===== src/include/gauge_pkg.sv =====
// Purpose: Shared constants and types for the capacity accounting core
// Assumes: Register port is byte wide with a seven-bit address
// Notes:   Full counts are kept as the upper byte of the 16-bit count
package gauge_pkg;
    // ****************************************
    // Register offsets
    // ****************************************
    localparam logic [6:0] OFS_COMMAND_WORD  = 7'h00;
    localparam logic [6:0] OFS_PRIMARY_FLAGS = 7'h01;
    localparam logic [6:0] OFS_THERMAL       = 7'h02;
    localparam logic [6:0] OFS_NOMINAL       = 7'h03;
    localparam logic [6:0] OFS_PACK_LABEL    = 7'h04;
    localparam logic [6:0] OFS_CUR_SCALE_LO  = 7'h05;
    localparam logic [6:0] OFS_CUR_SCALE_HI  = 7'h06;
    localparam logic [6:0] OFS_STRAP_PD      = 7'h07;
    localparam logic [6:0] OFS_STRAP_PU      = 7'h08;
    localparam logic [6:0] OFS_BATT_VOLT     = 7'h0b;
    localparam logic [6:0] OFS_EMPTY_THRESH  = 7'h0c;
    localparam logic [6:0] OFS_REL_COMP      = 7'h0d;
    localparam logic [6:0] OFS_COMP_LO       = 7'h0e;
    localparam logic [6:0] OFS_COMP_HI       = 7'h0f;
    localparam logic [6:0] OFS_FULL_COUNT    = 7'h10;
    localparam logic [6:0] OFS_FULL_NOMINAL  = 7'h11;
    localparam logic [6:0] OFS_PEAK_RATE     = 7'h12;
    localparam logic [6:0] OFS_PRESENT_RATE  = 7'h13;
    localparam logic [6:0] OFS_DISCH_LO      = 7'h2e;
    localparam logic [6:0] OFS_DISCH_HI      = 7'h2f;

    // ****************************************
    // Commands, field positions, reset values
    // ****************************************
    localparam logic [7:0] CMD_CP_RELEASE = 8'h55;
    localparam logic [7:0] CMD_CP_LOW     = 8'h66;
    localparam logic [7:0] CMD_REINIT     = 8'h78;
    localparam int         FLG_INIT_POS   = 7;
    localparam int         FLG_CPIN_POS   = 4;
    localparam int         FLG_EDV1_POS   = 1;
    localparam int         FLG_EDVF_POS   = 0;
    localparam logic [7:0] RST_BYTE       = 8'h00;
    localparam logic [15:0] RST_WORD      = 16'h0000;
    localparam logic [7:0] RST_THRESH     = 8'h00;
    localparam logic [23:0] PERCENT       = 24'h000064;
    localparam logic [23:0] COMP_MAX      = 24'h00ffff;

    // Full count upper bytes, index = pin1 level * 3 + pin2 level
    localparam logic [0:8][7:0] FULL_COUNT_TBL = {
        8'hbc, 8'hb4, 8'ha9, 8'h9c, 8'h96, 8'h8d, 8'h7c, 8'h71, 8'h66};

    // Temperature row floors in degrees C
    localparam logic signed [7:0] TEMP_ROW1 = -8'sd10;
    localparam logic signed [7:0] TEMP_ROW2 = 8'sd0;
    localparam logic signed [7:0] TEMP_ROW3 = 8'sd21;
    localparam logic signed [7:0] TEMP_ROW4 = 8'sd55;
    localparam logic signed [7:0] TEMP_ROW5 = 8'sd70;

    // Rate column floors, present-rate register units
    localparam logic [7:0] RATE_COL_C80 = 8'h02;
    localparam logic [7:0] RATE_COL_C25 = 8'h06;
    localparam logic [7:0] RATE_COL_C10 = 8'h10;
    localparam logic [7:0] RATE_COL_C5  = 8'h20;
    localparam logic [7:0] RATE_COL_C3  = 8'h35;

    // Efficiency percent, row = temperature, column = rate
    localparam logic [0:35][7:0] EFF_FLOAT = {
        8'h61, 8'h63, 8'h60, 8'h5c, 8'h55, 8'h51,
        8'h62, 8'h62, 8'h61, 8'h5e, 8'h59, 8'h55,
        8'h62, 8'h62, 8'h61, 8'h5e, 8'h5a, 8'h57,
        8'h63, 8'h63, 8'h62, 8'h60, 8'h5c, 8'h59,
        8'h63, 8'h63, 8'h62, 8'h60, 8'h5d, 8'h5a,
        8'h63, 8'h63, 8'h62, 8'h60, 8'h5d, 8'h5a};
    localparam logic [0:35][7:0] EFF_LOW = {
        8'h57, 8'h55, 8'h50, 8'h46, 8'h35, 8'h32,
        8'h5d, 8'h5b, 8'h58, 8'h50, 8'h44, 8'h33,
        8'h60, 8'h5e, 8'h5b, 8'h55, 8'h4a, 8'h3c,
        8'h63, 8'h61, 8'h5f, 8'h59, 8'h51, 8'h44,
        8'h64, 8'h63, 8'h61, 8'h5c, 8'h55, 8'h4a,
        8'h65, 8'h64, 8'h62, 8'h5d, 8'h56, 8'h4c};
    localparam logic [0:35][7:0] EFF_HIGH = {
        8'h5c, 8'h5d, 8'h5c, 8'h58, 8'h53, 8'h4b,
        8'h62, 8'h62, 8'h61, 8'h5d, 8'h59, 8'h51,
        8'h64, 8'h64, 8'h63, 8'h60, 8'h5b, 8'h54,
        8'h68, 8'h68, 8'h66, 8'h63, 8'h5f, 8'h58,
        8'h6a, 8'h6a, 8'h69, 8'h64, 8'h61, 8'h5a,
        8'h6b, 8'h6b, 8'h69, 8'h65, 8'h62, 8'h5b};

    // ****************************************
    // Types
    // ****************************************
    typedef enum logic [1:0] {LVL_HIGH, LVL_FLOAT, LVL_LOW} strap_lvl_t;
    typedef enum logic [1:0] {DISP_TWO, DISP_FOUR, DISP_FIVE} disp_mode_t;

    typedef struct packed {
        logic       wr;
        logic       rd;
        logic [6:0] addr;
        logic [7:0] wdata;
    } reg_req_t;

    typedef struct packed {
        strap_lvl_t eff_table;
        strap_lvl_t scale;
        disp_mode_t disp;
        logic       start_full;
    } strap_cfg_t;
endpackage


===== src/design/gauge_capacity_core.sv =====
// Purpose: Capacity accounting core of a primary-cell gas gauge
// Assumes: Register requests come from a serial front end on i_core_clk
// Notes:   Strap sense bits come from pads and are synchronised here
//
// Function
// RULE1 - Keep user full capacity in 8-bit full count register, scaled units.
// RULE2 - Full nominal capacity changes only by host write after initialization.
// RULE3 - Full nominal capacity is 8 bits, same scaled units as full count.
// RULE4 - Cumulative discharge held in 16-bit discharge count register.
// RULE5 - Compensated capacity equals efficiency factor times full nominal minus discharge.
// RULE6 - Hold peak discharge rate, expose at 12h, use it for efficiency.
// RULE7 - Temperature part of efficiency recomputed continuously, never held.
// RULE8 - Sample six three-level straps at each initialization and latch them.
// RULE9 - Strap-selected full count appears in read-only register at 10h.
// RULE10 - Strap pin 4 picks one of three efficiency tables per cycle.
// RULE11 - Efficiency percentages indexed by temperature and rate columns 0 to C/3.
// RULE12 - Strap pin 5 selects two, four or five segment display mode.
// RULE13 - Strap pin 5 floating selects five segment display.
// RULE14 - At initialization full nominal gets full count if pin 6 high, else zero.
// RULE15 - Host writes full nominal capacity when it was initialized to zero.
// RULE16 - Compensated capacity read as low byte 0eh and high byte 0fh.
// RULE17 - Unlisted addresses and reserved bits are reserved.
// RULE18 - Pins 1,2 choose full count 48128..26112; pin 3 chooses scale.
// RULE19 - Each detected discharge unit increments the discharge count; code drops a unit arriving with a host write to 2Eh/2Fh.
// RULE20 - Nominal capacity equals full nominal capacity minus discharge count.
// RULE21 - Startup flag set when loaded from full count, cleared when zero.
// RULE22 - Compensated capacity clamps at zero, never wraps negative.
// RULE23 - Initialization clears held peak rate and discharge count.
`timescale 1ns/1ps

module gauge_capacity_core (
    input  wire logic                  i_core_clk,
    input  wire logic                  i_rst,
    input  wire gauge_pkg::reg_req_t   i_reg_req,
    input  wire logic [5:0]            i_strap_pd_hi,
    input  wire logic [5:0]            i_strap_pu_lo,
    input  wire logic                  i_disch_unit,
    input  wire logic [7:0]            i_rate,
    input  wire logic signed [7:0]     i_temp,
    input  wire logic [15:0]           i_cur_scale,
    input  wire logic [7:0]            i_batt_volt,
    input  wire logic                  i_edv1,
    input  wire logic                  i_edvf,
    output logic [7:0]                 o_reg_rdata,
    output logic                       o_reg_rvalid,
    output logic                       o_cp_oe,
    output logic [7:0]                 o_empty_thresh,
    output logic [15:0]                o_comp_capacity,
    output gauge_pkg::strap_cfg_t      o_cfg,
    output logic                       o_cfg_valid
);

    // ****************************************
    // Helpers
    // ****************************************
    function automatic gauge_pkg::strap_lvl_t dec_lvl(input logic pd_hi, input logic pu_lo);
        if (pd_hi) begin
            dec_lvl = gauge_pkg::LVL_HIGH;
        end else if (pu_lo) begin
            dec_lvl = gauge_pkg::LVL_LOW;
        end else begin
            dec_lvl = gauge_pkg::LVL_FLOAT;
        end
    endfunction

    // ****************************************
    // Strap synchronisers
    // ****************************************
    logic [11:0]             sync1_ff;
    logic [11:0]             sync2_ff;
    logic [11:0]             sync3_ff;
    gauge_pkg::strap_lvl_t   lvl [6];

    // No reset: chain keeps sampling so the power-up latch sees real pins
    always_ff @(posedge i_core_clk) begin
        sync1_ff <= {i_strap_pu_lo, i_strap_pd_hi};
        sync2_ff <= sync1_ff;
        sync3_ff <= sync2_ff;
    end

    genvar gi;
    generate
        for (gi = 0; gi < 6; gi++) begin : g_lvl
            assign lvl[gi] = dec_lvl(sync3_ff[gi], sync3_ff[gi+6]);
        end
    endgenerate

    // ****************************************
    // Initialization and strap latch
    // ****************************************
    logic                  wr_cmd;
    logic                  init_pend_ff;
    logic                  init_pulse;
    logic [7:0]            full_count_ff;
    logic [7:0]            pd_stat_ff;
    logic [7:0]            pu_stat_ff;
    logic                  init_flag_ff;
    logic [3:0]            fc_idx;

    assign wr_cmd     = i_reg_req.wr && (i_reg_req.addr == gauge_pkg::OFS_COMMAND_WORD);
    // Waits for straps to settle so a pad still moving is not latched
    assign init_pulse = init_pend_ff && (sync2_ff == sync3_ff);
    assign fc_idx     = 4'(lvl[0]) * 4'h3 + 4'(lvl[1]);

    always_ff @(posedge i_core_clk) begin
        if (i_rst) begin
            init_pend_ff <= 1'b1;
        end else if (wr_cmd && i_reg_req.wdata == gauge_pkg::CMD_REINIT) begin
            init_pend_ff <= 1'b1;
        end else if (init_pulse) begin
            init_pend_ff <= 1'b0;
        end
    end

    always_ff @(posedge i_core_clk) begin
        if (i_rst) begin
            full_count_ff <= gauge_pkg::RST_BYTE;
            pd_stat_ff    <= gauge_pkg::RST_BYTE;
            pu_stat_ff    <= gauge_pkg::RST_BYTE;
            init_flag_ff  <= 1'b0;
            o_cfg         <= '{gauge_pkg::LVL_FLOAT, gauge_pkg::LVL_FLOAT,
                               gauge_pkg::DISP_FIVE, 1'b0};
            o_cfg_valid   <= 1'b0;
        end else if (init_pulse) begin
            // RULE8 latch all straps
            pd_stat_ff    <= {2'b00, sync3_ff[5:0]};
            pu_stat_ff    <= {2'b00, sync3_ff[11:6]};
            o_cfg_valid   <= 1'b1;
            // RULE18 full count and scale
            // RULE9 full count register
            // RULE1 8-bit scaled full count
            full_count_ff <= gauge_pkg::FULL_COUNT_TBL[fc_idx];
            o_cfg.scale   <= lvl[2];
            // RULE10 efficiency table held
            o_cfg.eff_table <= lvl[3];
            // RULE12 display mode select
            // RULE13 float gives five segments
            case (lvl[4])
                gauge_pkg::LVL_HIGH:  o_cfg.disp <= gauge_pkg::DISP_FOUR;
                gauge_pkg::LVL_LOW:   o_cfg.disp <= gauge_pkg::DISP_TWO;
                default:              o_cfg.disp <= gauge_pkg::DISP_FIVE;
            endcase
            o_cfg.start_full <= (lvl[5] == gauge_pkg::LVL_HIGH);
            // RULE21 startup flag
            init_flag_ff  <= (lvl[5] == gauge_pkg::LVL_HIGH);
        end
    end

    // ****************************************
    // Capacity registers
    // ****************************************
    logic [7:0]   full_nom_ff;
    logic [15:0]  disch_cnt_ff;
    logic [7:0]   peak_ff;
    logic [7:0]   label_ff;
    logic         cpin_ff;

    always_ff @(posedge i_core_clk) begin
        if (i_rst) begin
            full_nom_ff <= gauge_pkg::RST_BYTE;
        end else if (init_pulse) begin
            // RULE14 initial full nominal
            full_nom_ff <= (lvl[5] == gauge_pkg::LVL_HIGH) ?
                           gauge_pkg::FULL_COUNT_TBL[fc_idx] : gauge_pkg::RST_BYTE;
        end else if (i_reg_req.wr && i_reg_req.addr == gauge_pkg::OFS_FULL_NOMINAL) begin
            // RULE2 host write only
            // RULE15 manual pack setup
            full_nom_ff <= i_reg_req.wdata;
        end
    end

    always_ff @(posedge i_core_clk) begin
        if (i_rst || init_pulse) begin
            // RULE23 fresh discharge cycle
            disch_cnt_ff <= gauge_pkg::RST_WORD;
        end else if (i_reg_req.wr && i_reg_req.addr == gauge_pkg::OFS_DISCH_LO) begin
            disch_cnt_ff <= {disch_cnt_ff[15:8], i_reg_req.wdata};
        end else if (i_reg_req.wr && i_reg_req.addr == gauge_pkg::OFS_DISCH_HI) begin
            disch_cnt_ff <= {i_reg_req.wdata, disch_cnt_ff[7:0]};
        end else if (i_disch_unit) begin
            // RULE19 count discharge units
            // RULE4 16-bit count, wraps at top
            disch_cnt_ff <= disch_cnt_ff + 16'h0001;
        end
    end

    always_ff @(posedge i_core_clk) begin
        if (i_rst || init_pulse) begin
            peak_ff <= gauge_pkg::RST_BYTE;
        end else if (i_rate > peak_ff) begin
            // RULE6 peak hold of rate
            peak_ff <= i_rate;
        end
    end

    always_ff @(posedge i_core_clk) begin
        if (i_rst) begin
            label_ff       <= gauge_pkg::RST_BYTE;
            o_empty_thresh <= gauge_pkg::RST_THRESH;
        end else if (i_reg_req.wr && i_reg_req.addr == gauge_pkg::OFS_PACK_LABEL) begin
            label_ff <= i_reg_req.wdata;
        end else if (i_reg_req.wr && i_reg_req.addr == gauge_pkg::OFS_EMPTY_THRESH) begin
            o_empty_thresh <= i_reg_req.wdata;
        end
    end

    // Open-drain control pin: enable pulls the pin low
    always_ff @(posedge i_core_clk) begin
        if (i_rst) begin
            cpin_ff <= 1'b1;
            o_cp_oe <= 1'b0;
        end else if (wr_cmd && i_reg_req.wdata == gauge_pkg::CMD_CP_RELEASE) begin
            cpin_ff <= 1'b1;
            o_cp_oe <= 1'b0;
        end else if (wr_cmd && i_reg_req.wdata == gauge_pkg::CMD_CP_LOW) begin
            cpin_ff <= 1'b0;
            o_cp_oe <= 1'b1;
        end
    end

    // ****************************************
    // Efficiency and compensated capacity
    // ****************************************
    logic [2:0]   row;
    logic [2:0]   col;
    logic [5:0]   eff_idx;
    logic [7:0]   eff_pct;
    logic [23:0]  comp_full;
    logic [23:0]  nxt_comp;
    logic [16:0]  nominal;

    always_comb begin
        // RULE7 live temperature row
        if (i_temp >= gauge_pkg::TEMP_ROW5)      row = 3'd5;
        else if (i_temp >= gauge_pkg::TEMP_ROW4) row = 3'd4;
        else if (i_temp >= gauge_pkg::TEMP_ROW3) row = 3'd3;
        else if (i_temp >= gauge_pkg::TEMP_ROW2) row = 3'd2;
        else if (i_temp >= gauge_pkg::TEMP_ROW1) row = 3'd1;
        else                                     row = 3'd0;
        // RULE6 held rate picks column
        if (peak_ff >= gauge_pkg::RATE_COL_C3)       col = 3'd5;
        else if (peak_ff >= gauge_pkg::RATE_COL_C5)  col = 3'd4;
        else if (peak_ff >= gauge_pkg::RATE_COL_C10) col = 3'd3;
        else if (peak_ff >= gauge_pkg::RATE_COL_C25) col = 3'd2;
        else if (peak_ff >= gauge_pkg::RATE_COL_C80) col = 3'd1;
        else                                         col = 3'd0;
    end

    // Widen first: row 5 times 6 does not fit three bits
    assign eff_idx = 6'(row) * 6'd6 + {3'b000, col};

    // RULE11 percent lookup
    always_comb begin
        case (o_cfg.eff_table)
            gauge_pkg::LVL_HIGH: eff_pct = gauge_pkg::EFF_HIGH[eff_idx];
            gauge_pkg::LVL_LOW:  eff_pct = gauge_pkg::EFF_LOW[eff_idx];
            default:             eff_pct = gauge_pkg::EFF_FLOAT[eff_idx];
        endcase
    end

    // RULE3 full nominal as count upper byte
    // RULE5 factor times full nominal
    assign comp_full = ({16'h0000, eff_pct} * {8'h00, full_nom_ff, 8'h00}) / gauge_pkg::PERCENT;

    always_comb begin
        // RULE22 clamp at zero
        if (comp_full <= {8'h00, disch_cnt_ff}) begin
            nxt_comp = 24'h000000;
        end else if (comp_full - {8'h00, disch_cnt_ff} > gauge_pkg::COMP_MAX) begin
            nxt_comp = gauge_pkg::COMP_MAX;
        end else begin
            nxt_comp = comp_full - {8'h00, disch_cnt_ff};
        end
    end

    // RULE20 nominal is full nominal minus count
    assign nominal = {1'b0, full_nom_ff, 8'h00} - {1'b0, disch_cnt_ff};

    always_ff @(posedge i_core_clk) begin
        if (i_rst) begin
            o_comp_capacity <= gauge_pkg::RST_WORD;
        end else begin
            o_comp_capacity <= nxt_comp[15:0];
        end
    end

    // ****************************************
    // Register read port
    // ****************************************
    logic [7:0] nxt_rdata;

    always_comb begin
        nxt_rdata = 8'h00;
        case (i_reg_req.addr)
            gauge_pkg::OFS_PRIMARY_FLAGS: begin
                nxt_rdata[gauge_pkg::FLG_INIT_POS] = init_flag_ff;
                nxt_rdata[gauge_pkg::FLG_CPIN_POS] = cpin_ff;
                nxt_rdata[gauge_pkg::FLG_EDV1_POS] = i_edv1;
                nxt_rdata[gauge_pkg::FLG_EDVF_POS] = i_edvf;
            end
            gauge_pkg::OFS_THERMAL:      nxt_rdata = i_temp;
            gauge_pkg::OFS_NOMINAL:      nxt_rdata = nominal[16] ? 8'h00 : nominal[15:8];
            gauge_pkg::OFS_PACK_LABEL:   nxt_rdata = label_ff;
            gauge_pkg::OFS_CUR_SCALE_LO: nxt_rdata = i_cur_scale[7:0];
            gauge_pkg::OFS_CUR_SCALE_HI: nxt_rdata = i_cur_scale[15:8];
            gauge_pkg::OFS_STRAP_PD:     nxt_rdata = pd_stat_ff;
            gauge_pkg::OFS_STRAP_PU:     nxt_rdata = pu_stat_ff;
            gauge_pkg::OFS_BATT_VOLT:    nxt_rdata = i_batt_volt;
            gauge_pkg::OFS_EMPTY_THRESH: nxt_rdata = o_empty_thresh;
            // RULE16 byte split of capacity
            gauge_pkg::OFS_COMP_LO:      nxt_rdata = o_comp_capacity[7:0];
            gauge_pkg::OFS_COMP_HI:      nxt_rdata = o_comp_capacity[15:8];
            gauge_pkg::OFS_FULL_COUNT:   nxt_rdata = full_count_ff;
            gauge_pkg::OFS_FULL_NOMINAL: nxt_rdata = full_nom_ff;
            gauge_pkg::OFS_PEAK_RATE:    nxt_rdata = peak_ff;
            gauge_pkg::OFS_PRESENT_RATE: nxt_rdata = i_rate;
            gauge_pkg::OFS_DISCH_LO:     nxt_rdata = disch_cnt_ff[7:0];
            gauge_pkg::OFS_DISCH_HI:     nxt_rdata = disch_cnt_ff[15:8];
            // RULE17 reserved reads as zero
            default:                     nxt_rdata = 8'h00;
        endcase
    end

    always_ff @(posedge i_core_clk) begin
        if (i_rst) begin
            o_reg_rdata  <= 8'h00;
            o_reg_rvalid <= 1'b0;
        end else begin
            o_reg_rvalid <= i_reg_req.rd;
            o_reg_rdata  <= i_reg_req.rd ? nxt_rdata : 8'h00;
        end
    end
endmodule


===== config.mk =====
export PLATFORM = sky130hd
export DESIGN_NAME = gauge_capacity_core
export DESIGN_NICKNAME = d
export VERILOG_FILES = /design/src/include/gauge_pkg.sv /design/src/design/gauge_capacity_core.sv
export SDC_FILE = /design/constraint.sdc
export NUM_CORES = 1
export LEC_CHECK = 0
export ABC_AREA = 0
export ABC_CLOCK_PERIOD_IN_PS = 55800
export BUFFER_PORTS_ARGS = -buffer_cell sky130_fd_sc_hd__buf_4
export CORE_AREA = 2 2 176 178
export CTS_BUF_LIST = sky130_fd_sc_hd__clkbuf_2 sky130_fd_sc_hd__clkbuf_4 sky130_fd_sc_hd__clkbuf_8
export DETAILED_ROUTE_END_ITERATION = 16
export DIE_AREA = 0 0 178 180
export GPL_ROUTABILITY_DRIVEN = 1
export PLACE_DENSITY = 0.67
export SLEW_MARGIN = 30
export SYNTH_ARGS = -nofsm -noshare
export SYNTH_HDL_FRONTEND = slang
export SYNTH_SLANG_ARGS = --single-unit
export TNS_END_PERCENT = 30

===== constraint.sdc =====
create_clock -name i_core_clk -period 55.8 [get_ports i_core_clk]
set_clock_uncertainty 0.2 [all_clocks]
set_input_delay 8.37 -clock i_core_clk [delete_from_list [all_inputs] [get_ports i_core_clk]]
set_output_delay 8.37 -clock i_core_clk [all_outputs]
set_load 0.005 [all_outputs]

Yosys cells after proc, flatten, opt, wreduce, memory -nomap -nowiden:

Memories as Yosys holds them, arrays and structs flattened.
Index checks and enable logic that the tools add are counted.

* logic and storage cells: 151
* register bits after elaboration: 140
* ROM bits: 1664
* output and inout bits: 42
* memories: 4

* equality and inequality tests: 25
* multiplexer cells: 45
* div/mod/pow operators: 1
* magnitude comparators: 15
* $add $sub $neg: 5
* reduce and logical (&&, ||, !) cells: 25
* multiply operators: 3
* bitwise operators: 5

Memories
* (name not given): depth 64, bits a word 8, read ports 1, clocked after memory_dff 0, wr ports 0, RTL line gauge_capacity_core.sv:257 `default: eff_pct = gauge_pkg::EFF_FLOAT[eff_idx];`
* (name not given): depth 64, bits a word 8, read ports 1, clocked after memory_dff 0, wr ports 0, RTL line gauge_capacity_core.sv:256 `gauge_pkg::LVL_LOW: eff_pct = gauge_pkg::EFF_LOW[eff_idx];`
* (name not given): depth 64, bits a word 8, read ports 1, clocked after memory_dff 0, wr ports 0, RTL line gauge_capacity_core.sv:255 `gauge_pkg::LVL_HIGH: eff_pct = gauge_pkg::EFF_HIGH[eff_idx];`
* (name not given): depth 16, bits a word 8, read ports 1, clocked after memory_dff 0, wr ports 0, RTL line gauge_capacity_core.sv:164 `gauge_pkg::FULL_COUNT_TBL[fc_idx] : gauge_pkg::RST_BYTE;`

Operator list (number)
* 2-to-1 mux 8 bit: 13
* one-hot mux 2 bit (17 select lines): 2
* 2-to-1 mux 16 bit: 3
* one-hot mux 2 bit (18 select lines): 1
* == test 7 x 4 -> 1 bit (second input constant): 5
* 2-to-1 mux 2 bit: 16
* == test 7 x 3 -> 1 bit (second input constant): 4
* == test 7 x 5 -> 1 bit (second input constant): 4
* divider 24 x 7 -> 24 bit (second input constant): 1
* == test 8 x 7 -> 1 bit (second input constant): 3
* greater-or-equal comparator 8 x 6 -> 1 bit (second input constant): 3
* greater-than comparator 24 x 16 -> 1 bit (second input constant): 1
* <= comparator 24 x 16 -> 1 bit: 1
* subtractor 24 x 16 -> 24 bit: 1
* one-hot mux 1 bit (18 select lines): 1
* subtractor 16 x 16 -> 17 bit: 1
* adder 16 x 1 -> 16 bit (second input constant): 1
* greater-or-equal comparator 8 x 5 -> 1 bit (second input constant): 2
* multiplier 8 x 8 -> 16 bit: 1
* one-hot mux 1 bit (16 select lines): 1
* one-hot mux 8 bit (2 select lines): 1
* == test 7 x 2 -> 1 bit (second input constant): 2
* == test 7 x 6 -> 1 bit (second input constant): 2
* == test 12 bit: 1
* 28 further kinds: 53

Logic depth before layout (Yosys ltp):

Gate-level depths: netlist of the first run.

* depth after elaboration: 18
* depth in mapped cells: 118

Worst setup path before layout of the first run:

OpenSTA, ideal clock, no wires.

* kind: input to register
* from: input port i_temp[1]
* to: register o_comp_capacity[10]
* setup slack: 24602 ps
* data arrival time: 30865 ps
* path buffers: 6
* stages on the path: 108
* path through: a31o_2 > a311oi_1 > a21oi_1 > o32ai_1 > ha_1 > fa_1 > xor2_1 > clkbuf_1 > buf_1 > nor2_1 > a211oi_1 > a31oi_1 > a21oi_1 > nand2_1 > o211ai_1 > o21ai_0 > and2_1 > fa_1 > [72 not listed] > a21oi_1 > o21ai_0 > nand2b_1 > a21oi_1 > o21bai_1 > a21oi_1 > o21bai_1 > a21o_1 > nand2_1 > a21oi_1 > o21ai_0 > nand2b_1 > a21oi_1 > o41ai_1 > a21oi_1 > o22ai_1 > clkbuf_1 > a21oi_1

* longest elaborated chain between the ends: 18
* elaborated cells between the ends (all ways): 30
* classes of those cells: 2 x add/sub; 2 x mul; 1 x div; 7 x order compare; 13 x mux; 1 x bitwise; 1 x reduce/logical; 3 x memory

Ends and longest elaborated chain
* from (decl): RTL line gauge_capacity_core.sv:39 `input wire logic signed [7:0] i_temp,`
* greater-or-equal comparator 8 x 5 -> 1 bit: RTL line gauge_capacity_core.sv:238 `else if (i_temp >= gauge_pkg::TEMP_ROW1) row = 3'd1;`
* 2-to-1 mux 1 bit: RTL line gauge_capacity_core.sv:238
* 2-to-1 mux 2 bit: RTL line gauge_capacity_core.sv:237 `else if (i_temp >= gauge_pkg::TEMP_ROW2) row = 3'd2;`
* 2-to-1 mux 2 bit: RTL line gauge_capacity_core.sv:236 `else if (i_temp >= gauge_pkg::TEMP_ROW3) row = 3'd3;`
* 2-to-1 mux 3 bit: RTL line gauge_capacity_core.sv:235 `else if (i_temp >= gauge_pkg::TEMP_ROW4) row = 3'd4;`
* 2-to-1 mux 3 bit *: RTL line gauge_capacity_core.sv:234 `if (i_temp >= gauge_pkg::TEMP_ROW5) row = 3'd5;`
* multiplier 3 x 2 -> 5 bit *: RTL line gauge_capacity_core.sv:250 `assign eff_idx = 6'(row) * 6'd6 + {3'b000, col};`
* adder 6 x 3 -> 6 bit *: RTL line gauge_capacity_core.sv:250
* inverter 6 -> 7 bit (implied by the code) *: RTL line gauge_capacity_core.sv:255, gauge_capacity_core.sv:256, gauge_capacity_core.sv:257
* memory (64 x 8 bit), on equally long branches
* 2-to-1 mux 8 bit, on equally long branches (2 in a row): RTL line gauge_capacity_core.sv:257, gauge_capacity_core.sv:255, gauge_capacity_core.sv:256
* one-hot mux 8 bit (2 select lines) *: RTL line gauge_capacity_core.sv:254 `case (o_cfg.eff_table)`
* multiplier 8 x 8 -> 16 bit *: RTL line gauge_capacity_core.sv:263 `assign comp_full = ({16'h0000, eff_pct} * {8'h00, full_nom_ff, 8'h00}) / gauge_pkg::PERCENT;`
* divider 24 x 7 -> 24 bit *: RTL line gauge_capacity_core.sv:263
* subtractor 24 x 16 -> 24 bit: RTL line gauge_capacity_core.sv:272 `nxt_comp = comp_full - {8'h00, disch_cnt_ff};`
* greater-than comparator 24 x 16 -> 1 bit: RTL line gauge_capacity_core.sv:269 `end else if (comp_full - {8'h00, disch_cnt_ff} > gauge_pkg::COMP_MAX) begin`
* 2-to-1 mux 16 bit: RTL line gauge_capacity_core.sv:269
* to (signal assigned): RTL line gauge_capacity_core.sv:281 `o_comp_capacity <= gauge_pkg::RST_WORD;`
* to (signal assigned): RTL line gauge_capacity_core.sv:283 `o_comp_capacity <= nxt_comp[15:0];`
* to (decl): RTL line gauge_capacity_core.sv:48 `output logic [15:0] o_comp_capacity,`

Mark *: on every way between the ends. The rest lies on a longest branch, timed or not. The select of a mux whose other input is x is not followed.
A chain may end at the register's enable or synchronous reset.

Worst setup path in the final report of the first run:

* from: input port i_temp[1]
* to: register o_comp_capacity[7]

The elaborated chain is that of the path after synthesis.

==> results of run 1 <==
power groups by stage:
stage / Sequential [mW] / Combinational [mW] / Clock [mW]
floorplan: 0.113 / 0.152 / 0
global placement: 0.118 / 0.203 / 0
detailed placement: 0.118 / 0.206 / 0
CTS: 0.116 / 0.207 / 0.0859
global route: 0.116 / 0.235 / 0.0896
finish: 0.116 / 0.212 / 0.0849
area by class of cell:
cell class | instances | area (um^2)
fill | 2936 | 13900
sequential | 140 | 2800
inverter | 121 | 454
tap | 396 | 495
multi-input combinational | 1601 | 11100
clock buffer | 17 | 234
clock inverter | 15 | 194
timing repair buffer | 126 | 948
cells in the mapped netlist (11+ instances only):
| cell | instances | area share (%) |
|---|---|---|
| nand2_1 | 198 | 5.1 |
| nor2_1 | 173 | 4.4 |
| a21oi_1 | 163 | 5.6 |
| dfxtp_1 | 140 | 19 |
| inv_1 | 114 | 2.9 |
| ha_1 | 103 | 8.8 |
| o21ai_0 | 88 | 3.0 |
| nand3_1 | 72 | 2.5 |
| nor3_1 | 61 | 2.1 |
| and2_1 | 60 | 2.6 |
| clkbuf_1 | 51 | 1.3 |
| a211oi_1 | 50 | 2.6 |
| xnor2_1 | 49 | 2.9 |
| fa_1 | 35 | 4.8 |
| a22oi_1 | 32 | 1.6 |
| nand4_1 | 30 | 1.3 |
| a31oi_1 | 26 | 1.1 |
| nand2b_1 | 26 | 1.1 |
| a21o_1 | 24 | 1.2 |
| mux2i_1 | 22 | 1.5 |
| o211ai_1 | 22 | 1.1 |
| o21a_1 | 21 | 1.1 |
| a221oi_1 | 15 | 0.90 |
| xor2_1 | 15 | 0.90 |
| mux2_2 | 14 | 1.1 |
| o22ai_1 | 14 | 0.60 |
| o31ai_1 | 14 | 0.72 |
| and3_1 | 13 | 0.56 |
| a22o_1 | 12 | 0.72 |
| or3_1 | 12 | 0.51 |
| nor2b_1 | 11 | 0.47 |
worst min path at each step:
stage                               end  slack [ps]  cells past startpoint                 from
floorplan           sync2_ff[0]$_DFF_P_         110                      0  sync1_ff[0]$_DFF_P_
global placement    sync2_ff[0]$_DFF_P_         110                      0  sync1_ff[0]$_DFF_P_
detailed placement  sync2_ff[5]$_DFF_P_         110                      0  sync1_ff[5]$_DFF_P_
CTS                 sync2_ff[5]$_DFF_P_         130                      0  sync1_ff[5]$_DFF_P_
global route        sync2_ff[3]$_DFF_P_         140                      0  sync1_ff[3]$_DFF_P_
finish              sync2_ff[5]$_DFF_P_         130                      0  sync1_ff[5]$_DFF_P_
worst max-delay path, delay by kind of cell:
| family | cells | cell delay, ps |
|---|---|---|
| XOR/XNOR | 1 | 150 |
| AO/OA/AOI/OAI | 42 | 10170 |
| buffers and inverters | 11 | 1890 |
| AND/OR/NAND/NOR | 32 | 7840 |
| multiplexers | 3 | 980 |
| adder cells (fa/ha/maj) | 14 | 5040 |
cells by family (layout without fill, tap and decap cells):
logic type	Yosys count	count (layout)	share of synthesized area, %
and+or+nand+nor	728	728	24.7
AOI/OAI and AO/OA	627	627	30.0
buffers and inverters	193	279	5.16
DFF	140	140	19.2
adders and majority gates	139	139	13.7
xor gates and xnor gates	64	64	3.83
muxes	43	43	3.47
sequential cells by signal, indices dropped and copies added (netlist names), 6 cells and up:
register,cells
o_comp_capacity,16
peak_ff,8
o_empty_thresh,8
full_nom_ff,8
o_cfg,6
o_reg_rdata,8
sync3_ff,12
sync2_ff,12
disch_cnt_ff,16
pd_stat_ff,6
label_ff,8
sync1_ff,12
full_count_ff,8
pu_stat_ff,6
per-stage QoR:
stage	setup WS [ps]	hold slack, ps	util, %
floorplan	24600	110	-
global route	19100	144	53.9
finish	21390	134	53.9
CTS	21850	134	53.8
global placement	21680	110	52.3
detailed placement	21410	112	52.4
metal layers:
| layer | track usage, % | up-vias |
|---|---|---|
| li1 | - | 7311 |
| met1 | 40.5 | 7295 |
| met2 | 46.7 | 787 |
| met3 | 4.17 | 120 |
| met4 | 9.51 | 0 |
| met5 | 0 | - |
==> metrics.txt, run 1 <==
Max rail drop VDD=0.0241 mV; clock slew at reported path FFs=90 ps; required arrival time at the worst endpoint=55920 ps; leakage power=6.71 nW; Final Hold Violating Endpoints=0; count of inserted antenna diode cells=0; I/O pin total=116; number of enable flip-flop cells after synthesis=0; Mapped Area=14600 um^2; average wire per standard cell=19.8 um; number of nets in the synthesized netlist=2146; Placeable Area=30200 um^2; root buf cell=clkbuf_8; vias after detailed routing=15513; Layout area overhead=11.1%; top_reg_cell synth=dfxtp_1; DRT Pass-1 Iters=8; Total Routing Usage GR=29.3%; Area after DPL=15800 um^2; count of H-tree levels built during CTS=4; total number of placement rows=64; number of slew-limit violations in the final report=0; total clock sinks=140; commonest cells after routing, fill and taps aside=nand2_1 (197), nor2_1 (173), a21oi_1 (163); detailed-placement wirelength estimate=36600 um; amount of wire on met3 after detailed routing=4040 um; cell count after placement=2384; longest individual stage delay on the worst path=800 ps; biggest fanout along the worst timing path=47; outcome=complete, no violations; worst flop-to-flop path startpoint=peak_ff[2]$_SDFFE_PP0N_; via count of the first global-routing pass=14288; internal power component=224 uW; reg-to-reg critical path endpoint=o_comp_capacity[7]$_SDFF_PP0_; routed length on met1=20700 um; Antenna Nets Post-Route=0; share of total power consumed by net switching=45.7%; First DRT Iteration DRCs=1862; uppermost layer routed=met4; crit path max-delay cell type=nor3_1; routed wire length=47800 um; Clock Power Share=20.6%; number of remaining DRC errors=0; number of post-CTS setup repair buffers=0; met2 wire len=21500 um; CP most frequent cell=a21oi_1; Relative slew margins=33.0%; TritonCTS Buffers=17; net switching power=189 uW; crit path time final=34410 ps; CP endpoint kind=flop; transition time of the tightest slew-check pin=997 ps; highest achievable clock rate=0.0291 GHz; Die Y-Extent=180 um; synthesized flop and latch total=140; total power after layout=413 uW; Data arrival, critical path=34540 ps; Crit Path Class=in -> reg; Maximum Capacitance Violations=0; global-route wire length before repair=75700 um; async set-reset flop share out of synthesis=0%; GR Overflow Total=0; Tcrit/Tclk final=61.7%; summed negative setup slack over all endpoints=0 ps; post-cts gate resize count=0; Avg Synthesized Cell Area=7.57 um^2; setup repair after global routing missed its margin=false; cell area after layout=16300 um^2; worst-case reg-to-reg path depth=99; final-stage net count=2219; fraction of final layout cells with drive strength greater than 1=12.1%; startpoint of the worst setup timing path=i_temp[1]; number of distinct standard cells referenced by the synthesized netlist=118; clock tree from TritonCTS=built; routability cong.=0.990; commonest non-fill, non-tap cell in the layout=nand2_1; number of cells produced by synthesis=1934; quantity of I/O buffers inserted on ports=115; sequential area share after synthesis=19.2%; largest net degree at the start of global routing=58; Final setup violation count=0; clock latency of the later-clocked register in the worst-skew pair=470 ps; die outline width=178 um; filler-free cell count of the finished design=2416; detailed-route vias per instance=6.42; initial antenna violation count=0; power density cells=25.4 nW/um^2; startpoint types=input port; starting density of the core=48.5%; fraction of power consumed by sequential logic=28.0%; Yosys warning count=0; CP endpoint=o_comp_capacity[7]$_SDFF_PP0_; Die Area=32000 um^2; hold bufs inserted after CTS=0; worst min-delay path category=reg -> reg; buffer depth of the longest clock path=2; slack of the worst reg-to-reg path=29560 ps; combinational cell fraction of total power=51.4%
Power figures use the tool's default switching activity.
==> inputs of run 2 (changes only) <==
--- a/config.mk
+++ b/config.mk
@@ -6,14 +6,14 @@
 export NUM_CORES = 1
 export LEC_CHECK = 0
 export ABC_AREA = 0
-export ABC_CLOCK_PERIOD_IN_PS = 55800
+export ABC_CLOCK_PERIOD_IN_PS = 28300
 export BUFFER_PORTS_ARGS = -buffer_cell sky130_fd_sc_hd__buf_4
 export CORE_AREA = 2 2 176 178
 export CTS_BUF_LIST = sky130_fd_sc_hd__clkbuf_2 sky130_fd_sc_hd__clkbuf_4 sky130_fd_sc_hd__clkbuf_8
 export DETAILED_ROUTE_END_ITERATION = 16
 export DIE_AREA = 0 0 178 180
 export GPL_ROUTABILITY_DRIVEN = 1
-export PLACE_DENSITY = 0.67
+export PLACE_DENSITY = 0.69
 export SLEW_MARGIN = 30
 export SYNTH_ARGS = -nofsm -noshare
 export SYNTH_HDL_FRONTEND = slang
==> constraint.sdc (replaced) <==
create_clock -name i_core_clk -period 28.3 [get_ports i_core_clk]
set_clock_uncertainty 0.2 [all_clocks]
set_input_delay 4.245 -clock i_core_clk [delete_from_list [all_inputs] [get_ports i_core_clk]]
set_output_delay 4.245 -clock i_core_clk [all_outputs]
set_load 0.005 [all_outputs]
==> metrics.txt, run 2 (same netlist as run 1, synthesis figures left out) <==
root buf cell=clkbuf_8; startpoint of the most critical hold path=sync1_ff[6]$_DFF_P_; Tcrit/Tclk final=95.4%; Data arrival, critical path=27160 ps (-7380 ps); power density cells=50.1 nW/um^2 (+97%); slack of the worst reg-to-reg path=5340 ps (-24220 ps); quantity of I/O buffers inserted on ports=115 (unchanged); startpoint types=input port; CP endpoint kind=flop; largest net degree at the start of global routing=58 (unchanged); fraction of final layout cells with drive strength greater than 1=16.8% (+4.6 points); CP most frequent cell=a21oi_1; I/O pin total=116 (unchanged); total number of placement rows=64 (unchanged); GR Overflow Total=0 (unchanged); final-stage net count=2288 (+3.1%); hold bufs inserted after CTS=0 (unchanged); global-route wire length before repair=76600 um (+1.2%); count of inserted antenna diode cells=0 (unchanged); worst-case reg-to-reg path depth=105 (+6.1%); total clock sinks=140 (unchanged); Final setup violation count=0 (unchanged); highest achievable clock rate=0.0370 GHz; routability cong.=0.984 (-0.60%); initial antenna violation count=0 (unchanged); Relative slew margins=39.7% (+6.7 points); Maximum Capacitance Violations=0 (unchanged); vias after detailed routing=15693 (+1.2%); worst min-delay path category=reg -> reg; Max rail drop VDD=0.0426 mV (+77%); worst flop-to-flop path startpoint=peak_ff[2]$_SDFFE_PP0N_; count of cells along the worst hold path=0 (unchanged); First DRT Iteration DRCs=1704 (-8.5%); summed negative setup slack over all endpoints=0 ps (unchanged); detailed-route vias per instance=6.32 (-1.6%); reg-to-reg critical path endpoint=o_comp_capacity[13]$_SDFF_PP0_; DRT Pass-1 Iters=7 (-1); via count of the first global-routing pass=14455 (+1.2%); Total Routing Usage GR=29.6% (+0.37 points); longest individual stage delay on the worst path=550 ps (-250 ps); buffer depth of the longest clock path=2 (unchanged); Layout area overhead=16.6%; Antenna Nets Post-Route=0 (unchanged); commonest cells after routing, fill and taps aside=nand2_1 (193), buf_4 (193), nor2_1 (171); placement-stage worst setup slack=160 ps (-21250 ps); routed wire length=48700 um (+1.9%); registers with the most flip-flops=disch_cnt_ff (16), o_comp_capacity (16); TritonCTS Buffers=17 (unchanged); die outline width=178 um (unchanged); crit path max-delay cell type=fa_1; leakage power=7.12 nW (+6.1%); clock slew at reported path FFs=90 ps (about the same); detailed-placement wirelength estimate=37600 um (+2.9%); clock latency of the later-clocked register in the worst-skew pair=470 ps (about the same); setup ws final=1300 ps (-20080 ps); number of remaining DRC errors=0 (unchanged); number of inserted filler cells in the final layout=2897 (-1.3%); required arrival time at the worst endpoint=28460 ps (-27460 ps); Crit Path Class=in -> reg; Placeable Area=30200 um^2 (unchanged); Die Area=32000 um^2 (unchanged); count of H-tree levels built during CTS=4 (unchanged); average wire per standard cell=19.6 um (-0.98%); Final Hold Violating Endpoints=0 (unchanged); fraction of the core area covered by cells at the end of the flow=56.5% (+2.7 points); number of slew-limit violations in the final report=0 (unchanged); outcome=complete, no violations; crit path time final=27000 ps; biggest fanout along the worst timing path=37 (-21%); transition time of the tightest slew-check pin=901 ps (-96.8 ps); endpoint with the worst hold slack=sync2_ff[6]$_DFF_P_; Die Y-Extent=180 um (unchanged); startpoint of the worst setup timing path=i_temp[1]; clock tree from TritonCTS=built; starting density of the core=48.5% (unchanged)
[run 2: power by group]
part | switching [mW] | internal [mW] | total (mW)
clock | 0.0986 | 0.0688 | 0.167
combinational | 0.269 | 0.190 | 0.458
sequential | 0.0177 | 0.211 | 0.229
total | 0.385 | 0.470 | 0.855
[run 2: cell type report]
type / count / area [um^2] / area share [%]
clock buffer: 17 / 234 / 1.37
clock inverter: 15 / 196 / 1.15
inverter: 121 / 454 / 2.66
multi-input combinational: 1601 / 11400 / 66.8
sequential: 140 / 2800 / 16.4
tap: 396 / 495 / 2.90
timing repair buffer: 195 / 1480 / 8.65
[run 2: worst max-delay path by stage]
stage	end	slack, ps	cells past startpoint
after global routing	o_comp_capacity[1]$_SDFF_PP0_	-70	109
after detailed placement	o_comp_capacity[0]$_SDFF_PP0_	160	107
after floorplan	o_comp_capacity[10]$_SDFF_PP0_	1230	108
final	o_comp_capacity[13]$_SDFF_PP0_	1300	109
after CTS	o_comp_capacity[0]$_SDFF_PP0_	550	104
after global placement	o_comp_capacity[0]$_SDFF_PP0_	940	104
[run 2: worst max-delay path: cells and delay by family]
| family | cells | cell delay, ps |
|---|---|---|
| xor+xnor | 2 | 310 |
| compound gates | 40 | 7130 |
| mux | 5 | 1480 |
| fa+ha+maj | 14 | 5190 |
| simple gates | 35 | 7090 |
| buf+inv | 13 | 1650 |
[run 2: per-layer routing]
metal | global-route usage (%) | up-vias | wire length, um
li1 | - | 7459 | -
met1 | 41.2 | 7369 | 21200
met2 | 46.8 | 736 | 22000
met3 | 4.06 | 129 | 3800
met4 | 10.5 | 0 | 1750
met5 | 0 | - | 0
[run 2: metrics by stage]
stage                     total power, mW  area (um^2)  cells  hold slack, ps
after global placement              0.652        16100   2426             110
after detailed placement            0.655        16100   2426             113
after CTS                           0.822        16600   2458             136
final                               0.855        17100   2485             135
after floorplan                     0.523        14600   1934             110
after global routing                0.910        17100   2485             139
[run 2: repair_timing]
item,4_1_cts,5_1_grt
gates resized for setup,0,73
setup buffers,0,26
endpoints found under the setup margin,0,16
